$ cat config.mk
export PLATFORM = sky130hd
export DESIGN_NAME = dac_output_card_control
export DESIGN_NICKNAME = d
export VERILOG_FILES = /design/src/logic/dac_card_pkg.sv /design/src/logic/dac_output_card_control.sv
export VERILOG_INCLUDE_DIRS = /design/src /design/src/logic
export SDC_FILE = /design/constraint.sdc
export NUM_CORES = 1
export LEC_CHECK = 0
export ABC_CLOCK_PERIOD_IN_PS = 1630
export BUFFER_PORTS_ARGS = -buffer_cell sky130_fd_sc_hd__buf_2
export CORE_MARGIN = 10
export CORE_UTILIZATION = 50
export DETAILED_ROUTE_END_ITERATION = 10
export PLACE_DENSITY_LB_ADDON = 0.05
export SLEW_MARGIN = 20
export SYNTH_ARGS = -nofsm -noshare
export SYNTH_HDL_FRONTEND = slang
export SYNTH_SLANG_ARGS = --single-unit
$ cat constraint.sdc
create_clock -name clk -period 1.63 [get_ports clk]
set_input_delay 0.2445 -clock clk [delete_from_list [all_inputs] [get_ports clk]]
set_output_delay 0.2445 -clock clk [all_outputs]
set_load 0.005 [all_outputs]
$ cat src/logic/dac_card_defines.svh
// Purpose: constants of the output card control block
// Assumes: one 40 MHz clock, synchronous reset
// Notes:   operation codes are local encodings
`ifndef DAC_CARD_DEFINES_SVH
`define DAC_CARD_DEFINES_SVH

`define BUS_W          16
`define DAC_W          12
`define DAC_MSB        11
`define SUB_WRITE      2'h0
`define SUB_READ       2'h3
`define OP_OUTPUT      3'h1
`define OP_WRITE_ONLY  3'h2
`define OP_CYCLE       3'h3
`define OP_SYS_DISABLE 3'h4
`define OP_SYS_ENABLE  3'h5
`define OP_READ_VALUE  3'h6
`define LSR_GAP_CYC    4'h2
`define GAP_ONE        4'h1
`define GAP_ZERO       4'h0
`define WORD_ZERO      16'h0000
`define DAC_ZERO       12'h000

`endif

$ cat src/logic/dac_card_pkg.sv
// Purpose: types of the output card control block
// Assumes: constants come from dac_card_defines.svh
// Notes:   none
package dac_card_pkg;

    typedef struct packed {
        logic       card_select;
        logic       read_not_write;
        logic       subaddr_bit1;
        logic       subaddr_bit0;
        logic       op_code_bit2;
        logic       op_code_bit1;
        logic       op_code_bit0;
    } ctrl_t;

    typedef enum logic [2:0] {
        ST_IDLE,
        ST_DECODE,
        ST_FIRST_RANK_LOAD_STROBE,
        ST_GAP,
        ST_LSR
    } seq_state_t;

endpackage : dac_card_pkg

$ cat src/logic/dac_output_card_control.sv
// Purpose: control logic of a backplane addressed converter output card
// Assumes: all inputs synchronous to clk; strobes are levels, edges matter
// Notes:   bus transceiver direction only, never floated
//          system enable restores only a card loaded at least once
//          strobe rises during a running sequence are captured, not decoded
//          gated converter word is the all-zero code
//          read enable ends on the next strobe rise of any kind
// Function
// - power-on clear resets control and first rank register first.
// - subaddress 00 selects write target, 11 selects read target.
// - capture select, direction, subaddress, code on each data strobe.
// - write: driver enable low, bus feeds first rank; read: high, drive.
// - transceivers always face one way, never high impedance.
// - write subaddress zero with code makes first rank strobe, loads 16 bits.
// - read-value returns first rank contents at any time.
// - only power-on clear clears first rank register.
// - mux takes external inputs when select low, else first rank 0-11.
// - each cycle latches multiplexer word into second rank.
// - second rank loads only in cycle; cycle follows all but write-only.
// - load-second-rank strobe follows first rank strobe, loads, starts cycle.
// - output gates block converter data until second rank programmed.
// - converter data forced zero while external or card enable low.
// - card enable rises on each second-rank strobe, falls on disable.
// - enables high again deliver held second rank word, no reload.
// - converter word is twelve bits from second rank.
// - invert bit eleven of second rank word toward converter.
// - read-value decodes subaddress three, asserts active-low return enable.
// - system-enable restores card enable, output returns if external high.
`timescale 1ns/1ps
`include "dac_card_defines.svh"

module dac_output_card_control (
    input  wire logic                clk,
    input  wire logic                rst,
    input  wire logic                card_select,
    input  wire logic                read_not_write,
    input  wire logic                subaddr_bit0,
    input  wire logic                subaddr_bit1,
    input  wire logic                op_code_bit0,
    input  wire logic                op_code_bit1,
    input  wire logic                op_code_bit2,
    input  wire logic                control_capture_strobe,
    input  wire logic [`BUS_W-1:0]   bus_in,
    input  wire logic [`DAC_W-1:0]   ext_data,
    input  wire logic                external_data_select,
    input  wire logic                external_output_enable,
    output logic      [`BUS_W-1:0]   bus_out,
    output logic                     bus_driver_enable,
    output logic                     first_rank_return_enable_n,
    output logic                     first_rank_load_strobe,
    output logic                     second_rank_load_strobe,
    output logic                     card_output_enable,
    output logic      [`DAC_W-1:0]   dac_data
);

    // strobe edge detect and control capture
    logic                    dst_prev_q;
    logic                    dst_prev_d;
    dac_card_pkg::ctrl_t     ctrl_q;
    dac_card_pkg::ctrl_t     ctrl_d;
    logic [`BUS_W-1:0]       bus_cap_q;
    logic [`BUS_W-1:0]       bus_cap_d;
    logic                    dst_rise;

    // sequencer
    dac_card_pkg::seq_state_t state_q;
    dac_card_pkg::seq_state_t state_d;
    logic [3:0]              gap_q;
    logic [3:0]              gap_d;
    logic                    cycle_after_q;
    logic                    cycle_after_d;

    // storage and enables
    logic [`BUS_W-1:0]       first_rank_q;
    logic [`BUS_W-1:0]       first_rank_d;
    logic [`DAC_W-1:0]       second_rank_q;
    logic [`DAC_W-1:0]       second_rank_d;
    logic                    loaded_q;
    logic                    loaded_d;
    logic                    cen_q;
    logic                    cen_d;
    logic                    first_rank_load_strobe_q;
    logic                    first_rank_load_strobe_d;
    logic                    lsr_q;
    logic                    lsr_d;
    logic                    first_rank_load_strobe_prev_q;
    logic                    lsr_prev_q;
    logic                    read_q;
    logic                    read_d;
    logic [`BUS_W-1:0]       bus_out_d;
    logic [`DAC_W-1:0]       dac_d;
    logic [`DAC_W-1:0]       mux_word;
    logic [`DAC_W-1:0]       conv_word;
    logic                    gate_open;

    // next values of the port flops
    logic                    bde_d;
    logic                    ret_n_d;
    logic                    frs_d;
    logic                    srs_d;
    logic                    coe_d;

    logic [1:0]              sub;
    logic [2:0]              op;
    logic                    wr_sel;
    logic                    rd_sel;

    // edge flop resets low like the idle strobe: no false edge
    assign dst_rise = control_capture_strobe & ~dst_prev_q;
    assign sub      = {ctrl_q.subaddr_bit1, ctrl_q.subaddr_bit0};
    assign op       = {ctrl_q.op_code_bit2, ctrl_q.op_code_bit1,
                       ctrl_q.op_code_bit0};
    assign wr_sel   = ctrl_q.card_select & ~ctrl_q.read_not_write
                      & (sub == `SUB_WRITE);
    assign rd_sel   = ctrl_q.card_select & ctrl_q.read_not_write
                      & (sub == `SUB_READ);

    // capture on each data strobe
    always_comb begin
        dst_prev_d = control_capture_strobe;
        ctrl_d     = ctrl_q;
        bus_cap_d  = bus_cap_q;
        if (dst_rise) begin
            ctrl_d = '{card_select, read_not_write, subaddr_bit1,
                       subaddr_bit0, op_code_bit2, op_code_bit1,
                       op_code_bit0};
            // bus word taken on the same edge as the control lines
            bus_cap_d = bus_in;
        end
    end

    always_ff @(posedge clk) begin
        if (rst) begin
            dst_prev_q <= 1'b0;
            ctrl_q     <= '0;
            bus_cap_q  <= `WORD_ZERO;
        end else begin
            dst_prev_q <= dst_prev_d;
            ctrl_q     <= ctrl_d;
            bus_cap_q  <= bus_cap_d;
        end
    end

    // instruction decode and strobe sequence
    always_comb begin
        state_d       = state_q;
        gap_d         = gap_q;
        cycle_after_d = cycle_after_q;
        first_rank_load_strobe_d        = 1'b0;
        lsr_d         = 1'b0;
        read_d        = read_q;
        cen_d         = cen_q;
        if (dst_rise) begin
            read_d = 1'b0;
        end
        case (state_q)
            dac_card_pkg::ST_IDLE: begin
                if (dst_rise) begin
                    state_d = dac_card_pkg::ST_DECODE;
                end
            end
            dac_card_pkg::ST_DECODE: begin
                // only writes to subaddress zero or reads of three act
                state_d = dac_card_pkg::ST_IDLE;
                if (wr_sel && (op == `OP_OUTPUT ||
                               op == `OP_WRITE_ONLY)) begin
                    first_rank_load_strobe_d        = 1'b1;
                    cycle_after_d = (op == `OP_OUTPUT);
                    state_d       = dac_card_pkg::ST_FIRST_RANK_LOAD_STROBE;
                end else if (wr_sel && op == `OP_CYCLE) begin
                    lsr_d   = 1'b1;
                    state_d = dac_card_pkg::ST_LSR;
                end else if (wr_sel && op == `OP_SYS_DISABLE) begin
                    cen_d = 1'b0;
                end else if (wr_sel && op == `OP_SYS_ENABLE) begin
                    cen_d = loaded_q;
                end else if (rd_sel && op == `OP_READ_VALUE) begin
                    read_d = 1'b1;
                end
            end
            dac_card_pkg::ST_FIRST_RANK_LOAD_STROBE: begin
                if (cycle_after_q) begin
                    // second rank load waits a gap behind the first
                    gap_d   = `LSR_GAP_CYC;
                    state_d = dac_card_pkg::ST_GAP;
                end else begin
                    state_d = dac_card_pkg::ST_IDLE;
                end
            end
            dac_card_pkg::ST_GAP: begin
                // counter ends at one so the load follows the gap exactly
                if (gap_q <= `GAP_ONE) begin
                    gap_d   = `GAP_ZERO;
                    lsr_d   = 1'b1;
                    state_d = dac_card_pkg::ST_LSR;
                end else begin
                    gap_d = gap_q - `GAP_ONE;
                end
            end
            dac_card_pkg::ST_LSR: begin
                state_d = dac_card_pkg::ST_IDLE;
            end
            default: begin
                state_d = dac_card_pkg::ST_IDLE;
            end
        endcase
        // every second rank load also raises the card enable
        if (lsr_q && !lsr_prev_q) begin
            cen_d = 1'b1;
        end
    end

    always_ff @(posedge clk) begin
        if (rst) begin
            state_q       <= dac_card_pkg::ST_IDLE;
            gap_q         <= `GAP_ZERO;
            cycle_after_q <= 1'b0;
            first_rank_load_strobe_q        <= 1'b0;
            lsr_q         <= 1'b0;
            read_q        <= 1'b0;
            cen_q         <= 1'b0;
        end else begin
            state_q       <= state_d;
            gap_q         <= gap_d;
            cycle_after_q <= cycle_after_d;
            first_rank_load_strobe_q        <= first_rank_load_strobe_d;
            lsr_q         <= lsr_d;
            read_q        <= read_d;
            cen_q         <= cen_d;
        end
    end

    // storage ranks and output gates
    assign mux_word = external_data_select ? first_rank_q[`DAC_W-1:0]
                                           : ext_data;

    always_comb begin
        first_rank_d  = first_rank_q;
        second_rank_d = second_rank_q;
        loaded_d      = loaded_q;
        if (first_rank_load_strobe_q && !first_rank_load_strobe_prev_q) begin
            first_rank_d = bus_cap_q;
        end
        if (lsr_q && !lsr_prev_q) begin
            second_rank_d = mux_word;
            loaded_d      = 1'b1;
        end
        bus_out_d = first_rank_d;
        // msb flipped: two's complement into the converter's format
        conv_word = {~second_rank_q[`DAC_MSB],
                     second_rank_q[`DAC_MSB-1:0]};
        gate_open = loaded_q & cen_q & external_output_enable;
        if (gate_open) begin
            dac_d = conv_word;
        end else begin
            dac_d = `DAC_ZERO;
        end
        bde_d   = read_d;
        ret_n_d = ~read_d;
        frs_d   = first_rank_load_strobe_q;
        srs_d   = lsr_q;
        coe_d   = cen_q;
    end

    always_ff @(posedge clk) begin
        if (rst) begin
            first_rank_q  <= `WORD_ZERO;
            second_rank_q <= `DAC_ZERO;
            loaded_q      <= 1'b0;
            first_rank_load_strobe_prev_q   <= 1'b0;
            lsr_prev_q    <= 1'b0;
            bus_out       <= `WORD_ZERO;
            dac_data      <= `DAC_ZERO;
            bus_driver_enable          <= 1'b0;
            first_rank_return_enable_n <= 1'b1;
            first_rank_load_strobe     <= 1'b0;
            second_rank_load_strobe    <= 1'b0;
            card_output_enable         <= 1'b0;
        end else begin
            first_rank_q  <= first_rank_d;
            second_rank_q <= second_rank_d;
            loaded_q      <= loaded_d;
            first_rank_load_strobe_prev_q   <= first_rank_load_strobe_q;
            lsr_prev_q    <= lsr_q;
            bus_out       <= bus_out_d;
            dac_data      <= dac_d;
            // every port comes straight from one of these flops
            bus_driver_enable          <= bde_d;
            first_rank_return_enable_n <= ret_n_d;
            first_rank_load_strobe     <= frs_d;
            second_rank_load_strobe    <= srs_d;
            card_output_enable         <= coe_d;
        end
    end

endmodule : dac_output_card_control

; ---- Yosys cells after proc, flatten, opt, wreduce, memory -nomap -nowiden
; Index checks and enable logic that the tools add are counted.
[classes]
div = 0
multipliers = 0
magnitude_cmp = 1
n_shift = 0
bitwise = 13
eq_ne = 15
muxes = 28
n_addsub = 1
reduce_logical = 21
[op_table]
columns = operator, count
row1 = 1-bit 2-to-1 mux, 17
row2 = 3-bit by 2-bit equality test with 1-bit output (second input constant), 4
row3 = 12-bit 2-to-1 mux, 1
row4 = 3-bit 2-to-1 mux, 4
row5 = 3-bit one-hot mux with 4 select lines, 1
row6 = 3-bit equality test (second input constant), 3
row7 = 4-bit 2-to-1 mux, 2
row8 = 4-bit one-hot mux with 2 select lines, 1
row9 = 1-bit bitwise AND, 7
row10 = 1-bit logical AND, 7
row11 = 3-bit by 1-bit equality test with 1-bit output (second input constant), 2
row12 = 2-bit inequality test (second input constant), 3
row13 = 1-bit inverter, 6
row14 = 2-bit AND reduction, 3
row15 = 4-bit by 1-bit less-or-equal comparator with 1-bit output (second input constant), 1
row16 = 2-bit by 1-bit inequality test with 1-bit output (second input constant), 2
row17 = 4-bit AND reduction, 1
row18 = 2-bit nonzero test, 2
row19 = 2-bit OR reduction, 2
row20 = 4-bit by 1-bit subtractor with 4-bit output (second input constant), 1
row21 = 3-bit zero test, 1
row22 = 3-bit nonzero test, 1
row23 = 2-bit equality test (second input constant), 1
row24 = 1-bit zero test, 2
row25 = other kinds (4), 4
[totals]
ff_bits = 81
n_memories = 0
elab_cells = 103
output_inout_bits = 33
romBits = 0
ram_bits = 0
latchBits = 0
inputBits = 40

; ---- Longest topological paths before layout
; Gate-level depths: netlist (run 1).
[depth]
ltp_word = 10
depth_mapped = 5
depth_no_buf = 5

; ---- Worst setup path before layout (run 1)
; OpenSTA, ideal clock, no wires.
[synth_timing]
kind = reg-to-reg
from = register gap_q[0]
to = register state_q[1]
path_slack_ns = 0.240
path_stages_with_launch = 6
arrival_ns = 1.319
setup_ns = 0.070
n_path_buf = 0
cell_sequence = dfxtp_1 -> inv_1 -> ha_1 -> or2_1 -> a311o_1 -> a21oi_1
[synth_via]
elab_chain_len = 3
[synth_rtl]
columns = element, line_no
row1 = start: declaration, dac_output_card_control.sv:68  ; logic [3:0] gap_q;
row2 = start signal: assignment, dac_output_card_control.sv:216  ; gap_q <= `GAP_ZERO;
row3 = start signal: assignment, dac_output_card_control.sv:224  ; gap_q <= gap_d;
row4 = 4-bit by 1-bit less-or-equal comparator with 1-bit output (no line), --
row5 = 2-bit inequality test (no line), --
row6 = 2-bit AND reduction (no line), --
row7 = end signal: assignment, dac_output_card_control.sv:215  ; state_q <= dac_card_pkg::ST_IDLE;
row8 = end signal: assignment, dac_output_card_control.sv:223  ; state_q <= state_d;
row9 = end: declaration, dac_output_card_control.sv:66  ; dac_card_pkg::seq_state_t state_q;
; No other way between the ends.
; A chain may end at the register's enable or synchronous reset.

; ---- Worst setup path in the final report (run 1)
; Same ends and word-level chain as after synthesis.

==> results of run 1 <==
==> state kept, by name, indices dropped and copies added, names as in the netlist, 3 cells and up <==
signal,flops
bus_cap_q,16
ctrl_q,7
dac_data,12
first_rank_q,16
gap_q,4
second_rank_q,12
state_q,3
==> path summary, 6_finish.rpt <==
check	startpoint	to	slack [ps]	cells past startpoint
setup / recovery	gap_q[0]	state_q[1]	110	5
hold / removal	rst	card_output_enable	110	2
setup reg to reg	gap_q[0]	state_q[1]	110	5
hold reg to reg	second_rank_q[11]	dac_data[11]	430	1
==> metal layers <==
metal / track usage / wire length, um
met1: 0.1873 / 3330
met2: 0.2054 / 2986
met3: 0.05237 / 466
met4: 0.05954 / 117
met5: 0 / 0
==> Yosys cell counts (2+ instances only) <==
cell type / number / share of area
buf_2: 6 / 0.0097
nand2b_1: 3 / 0.0060
nor2_1: 21 / 0.025
and3b_1: 2 / 0.0056
a211oi_1: 14 / 0.034
nor3_1: 3 / 0.0048
mux2i_1: 13 / 0.042
o31ai_1: 3 / 0.0073
clkbuf_2: 3 / 0.0048
and2_1: 12 / 0.024
buf_1: 2 / 0.0024
buf_4: 4 / 0.0097
dfxtp_1: 81 / 0.52
clkbuf_1: 6 / 0.0073
inv_1: 4 / 0.0048
nand3_1: 2 / 0.0032
ha_1: 2 / 0.0081
buf_6: 3 / 0.011
a21oi_1: 43 / 0.069
nand2_1: 82 / 0.099
o21ai_0: 5 / 0.0081
nor2b_1: 11 / 0.022
nand4b_1: 2 / 0.0056
==> area by class of cell <==
type / instances / area (um^2) / share of cell area
inverter: 4 / 15.01 / 0.004108
sequential: 81 / 1622 / 0.4437
clock buffer: 9 / 123.9 / 0.03389
clock inverter: 6 / 36.28 / 0.009928
multi-input combinational: 238 / 1334 / 0.3649
timing repair buffer: 78 / 430.4 / 0.1178
tap: 75 / 93.84 / 0.02568
==> power by group <==
| part | internal [mW] | total, mW | switching, mW |
|---|---|---|---|
| clock network | 0.536 | 1.24 | 0.704 |
| registers | 2.01 | 2.04 | 0.0290 |
| logic | 0.0938 | 0.208 | 0.114 |
| total | 2.64 | 3.49 | 0.847 |
==> critical path: stages (launching register included) <==
cell     delay (ps)
dfxtp_1         390
inv_1            80
ha_1            240
or2_1           270
a311o_1         350
a21oi_1         130
==> cells by family (layout without fill, tap and decap cells) <==
logic type / count (synthesis) / after routing / synth area share
AOI/OAI and AO/OA: 75 / 75 / 0.1483
xor gates and xnor gates: 1 / 1 / 0.002822
adders and majority gates: 2 / 2 / 0.008060
buffers and inverters: 28 / 97 / 0.04957
DFF: 81 / 81 / 0.5224
muxes: 13 / 13 / 0.04192
and+or+nand+nor: 147 / 147 / 0.2269
==> stage by stage <==
| stage | area [um^2] | instances | setup WS [ps] | utilization | hold slack, ps |
|---|---|---|---|---|---|
| floorplan | 3104 | 347 | 240.4 | - | 323.9 |
| global placement | 3492 | 476 | 201.8 | 0.5829 | 407.4 |
| detailed placement | 3492 | 476 | 145.9 | 0.5829 | 412.8 |
| CTS | 3652 | 491 | 120.4 | 0.6096 | 101.5 |
| global route | 3655 | 491 | 21.85 | 0.6101 | 114.1 |
| finish | 3655 | 491 | 105.2 | 0.6101 | 113.3 |
==> impl_metrics.csv, run 1 <==
group,metric,value,unit
global_route,antenna_found_initial,0,
critical_path,crit_type,"reg -> reg",
cts,cts_max_level,3,
route,num_vias,2465,
cts,clk_path_buf_depth,2,
floorplanning,rows,28,
logic_synthesis,syn_area,3104,um^2
cells_and_area,final_common_cell,"nand2_1",
logic_synthesis,async_reset_ff_frac,0,
route,drt-total-wl,6901,um
route,drc,0,
cts,postCtsSetupRepairBufs,0,
logic_synthesis,synthesis.nets,389,
logic_synthesis,synth_edf_count,0,
floorplanning,ios,73,
logic_synthesis,post_synth.cell_area_avg,8.946,um^2
cells_and_area,area_growth,17.73,%
timing,drv_slew,0,
cells_and_area,drive_above_1_share,0.2452,
logic_synthesis,ys_seq_area_frac,0.5224,
placement,gp_congestion,0.7522,
cells_and_area,final_nets,454,
route,via_per_inst,5.020,
logic_synthesis,synth_seq_cells,81,
floorplanning,dieArea,9760,um^2
global_route,grt_util_all_layers,0.1427,
timing,setup_violations,0,
floorplanning,die_h,98.80,um
cells_and_area,final_cell_mix,"nand2_1, dfxtp_1, buf_2",
critical_path,crit_path_start_kind,"flop",
logic_synthesis,ys_types,43,
run,maxCapViolCount,0,
logic_synthesis,ys.warnings.count,0,
timing,clock_skew,8.633,ps
critical_path,cp.required,1910,ps
cells_and_area,diodes,0,
timing,rsz0062_at_grt,"false",
cells_and_area,nFillCells,556,
outcome,status,"complete, no violations",
timing,timing.setup.tns,0,ps
placement,portBuffers,72,
cts,clk_pin_slew,80,ps
cts,cts_tree,"done",
timing,final.period_utilization,0.9355,
timing,slew_headroom,0.7148,
cts,cts_num_sinks,81,
floorplanning,die_w,98.80,um
power_and_ir_drop,power.total,3.490,mW
logic_synthesis,syn-instance-count,347,
cts,clk-insertion-delay-late,340,ps
floorplanning,start_util,0.5182,
critical_path,path_max_fanout,4,
cts,ctsResizeCount,0,
critical_path,end_kind,"flop",
timing,worstMarginPinSlew,427.8,ps
timing,max_freq,0.6558,GHz
logic_synthesis,ys.flop_type,"dfxtp_1",
global_route,grt_pass1_wl,11650,um
critical_path,worstPathArrival,1800,ps
power_and_ir_drop,power.density,954.8,nW/um^2
route,final_antenna_net_count,0,
placement,dpl.hpwl,4903,um
global_route,grt_pass1_vias,2402,
route,wl_per_cell,14.05,um
floorplanning,core_region_area,5991,um^2
timing,period_minus_slack,1525,ps
cts,cts-hold-fix-buffers,0,
global_route,grt_start_max_net_pins,67,
global_route,overflow,0,
timing,hold_violations,0,
power_and_ir_drop,peakVddDrop,0.6954,mV
route,dr.pass1.iters,4,
power_and_ir_drop,leakagePower,1.522,nW
cts,cts_inserted_buffers,9,
cts,clockRootBuffer,"clkbuf_8",
route,initialDrtViolationCount,95,
min_path,hp-class,"in -> reg",
Power figures use the tool's default switching activity.
==> inputs of run 2 (changes only) <==
- CELL_PAD_IN_SITES_DETAIL_PLACEMENT: not set -> 1
- CELL_PAD_IN_SITES_GLOBAL_PLACEMENT: not set -> 2
- CORE_UTILIZATION: 50 -> 31
==> impl_metrics.csv, run 2 (synthesis gave the netlist of run 1 again) <==
group,metric,value,unit
global_route,grt_util_all_layers,0.1224,
floorplanning,die_h,120.1,um
floorplanning,ios,73,
global_route,grt_pass1_wl,14100,um
global_route,grt_start_max_net_pins,67,
cts,cts_max_level,3,
placement,dpl.hpwl,5997,um
route,drt-total-wl,8553,um
cells_and_area,design_area,3764,um^2
route,via_per_inst,4.646,
critical_path,r2r_slack,150,ps
cells_and_area,final_cell_mix,"nand2_1, dfxtp_1, buf_2",
power_and_ir_drop,peakVddDrop,0.3375,mV
critical_path,path_max_fanout,4,
min_path,hp-class,"in -> reg",
global_route,overflow,0,
timing,final.period_utilization,0.9080,
cts,clk-insertion-delay-late,370,ps
cells_and_area,regArea,1623,um^2
floorplanning,start_util,0.3176,
cts,cts_inserted_buffers,9,
floorplanning,dieArea,14420,um^2
timing,setup_violations,0,
global_route,antenna_found_initial,0,
critical_path,crit_path_max_incr_delay,360,ps
floorplanning,core_region_area,9774,um^2
cells_and_area,diodes,0,
cells_and_area,drive_above_1_share,0.2464,
cts,postCtsSetupRepairBufs,0,
route,initialDrtViolationCount,81,
placement,portBuffers,72,
route,wl_per_cell,15.52,um
timing,max_freq,0.6757,GHz
timing,worstMarginPinSlew,439.7,ps
placement,placed_cell_area,3575,um^2
cts,cts-hold-fix-buffers,0,
cts,clockRootBuffer,"clkbuf_8",
critical_path,worstPathArrival,1790,ps
cells_and_area,final_nets,455,
route,dr.pass1.iters,4,
cells_and_area,final_common_cell,"nand2_1",
floorplanning,rows,36,
critical_path,path_buf_inv,1,
timing,slew_headroom,0.7068,
power_and_ir_drop,power.density,991.1,nW/um^2
floorplanning,die_w,120.1,um
cts,clk_pin_slew,80,ps
cts,clk_path_buf_depth,2,
timing,rsz0062_at_grt,"false",
cts,cts_num_sinks,81,
timing,clock_skew,9.626,ps
cells_and_area,multiInputGateArea,1334,um^2
critical_path,crit_path_start_kind,"flop",
timing,hold_violations,0,
global_route,grt_pass1_vias,2655,
critical_path,end_kind,"flop",
cells_and_area,top_regs,"bus_cap_q: 16 flops, first_rank_q: 16 flops",
critical_path,cp_slowest_cell,"dfxtp_2",
cts,cts_tree,"done",
timing,drv_slew,0,
critical_path,path_cells,"inv_1 > ha_1 > or2_1 > a311o_1 > a21oi_1",
placement,gp_congestion,0.7813,
route,final_antenna_net_count,0,
timing,holdWs,89.39,ps
critical_path,cp.required,1940,ps
cells_and_area,nFillCells,1189,
critical_path,crit_type,"reg -> reg",
power_and_ir_drop,leakagePower,1.535,nW
timing,period_minus_slack,1480,ps
outcome,status,"complete, no violations",
critical_path,critPathTopFamily,"compound AO/OA/AOI/OAI gates",
run,maxCapViolCount,0,
route,num_vias,2560,
route,drc,0,
timing,timing.setup.tns,0,ps
cells_and_area,area_growth,21.24,%
-- run 2: path summary, 6_finish.rpt --
kind	startpoint	endpoint	cells past startpoint
hold / removal	rst	card_output_enable	2
setup reg to reg	gap_q[0]	state_q[1]	5
hold reg to reg	second_rank_q[11]	dac_data[11]	1
setup / recovery	gap_q[0]	state_q[1]	5
-- run 2: final cells by class --
cell class / instances / area share
well taps: 133 / 0.04422
inverters: 4 / 0.003989
repair buffers: 79 / 0.1164
clock buffers: 11 / 0.03491
clock inverters: 5 / 0.01496
multi-input cells: 238 / 0.3544
flip-flops and latches: 81 / 0.4312
-- run 2: repair_timing --
| action | CTS | global route |
|---|---|---|
| hold endpoints to repair | 0 | 0 |
| setup endpoints to repair | 0 | 1 |
| resized for setup | 0 | 1 |
-- run 2: metrics by stage --
| stage | setup slack, ps | power [mW] | cells | util |
|---|---|---|---|---|
| after floorplan | 240.4 | 2.218 | 347 | - |
| after global placement | 178.0 | 2.305 | 535 | 0.3657 |
| after detailed placement | 132.1 | 2.308 | 535 | 0.3657 |
| after CTS | 97.75 | 3.782 | 551 | 0.3849 |
| after global routing | 50.40 | 3.917 | 551 | 0.3850 |
| final | 150.0 | 3.730 | 551 | 0.3850 |
-- run 2: per-layer routing --
layer,vias up,part of all wire,global-route usage
li1,1300,-,-
met1,1196,0.49,0.1591
met2,56,0.43,0.1788
met3,8,0.055,0.04126
met4,0,0.019,0.05656
met5,-,0,0
-- run 2: where the power goes --
| group | internal [mW] | leakage [nW] | switching, mW | total [mW] |
|---|---|---|---|---|
| clock | 0.707 | 0.0933 | 0.767 | 1.47 |
| sequential | 2.01 | 0.657 | 0.0298 | 2.04 |
| combinational | 0.0925 | 0.785 | 0.122 | 0.215 |
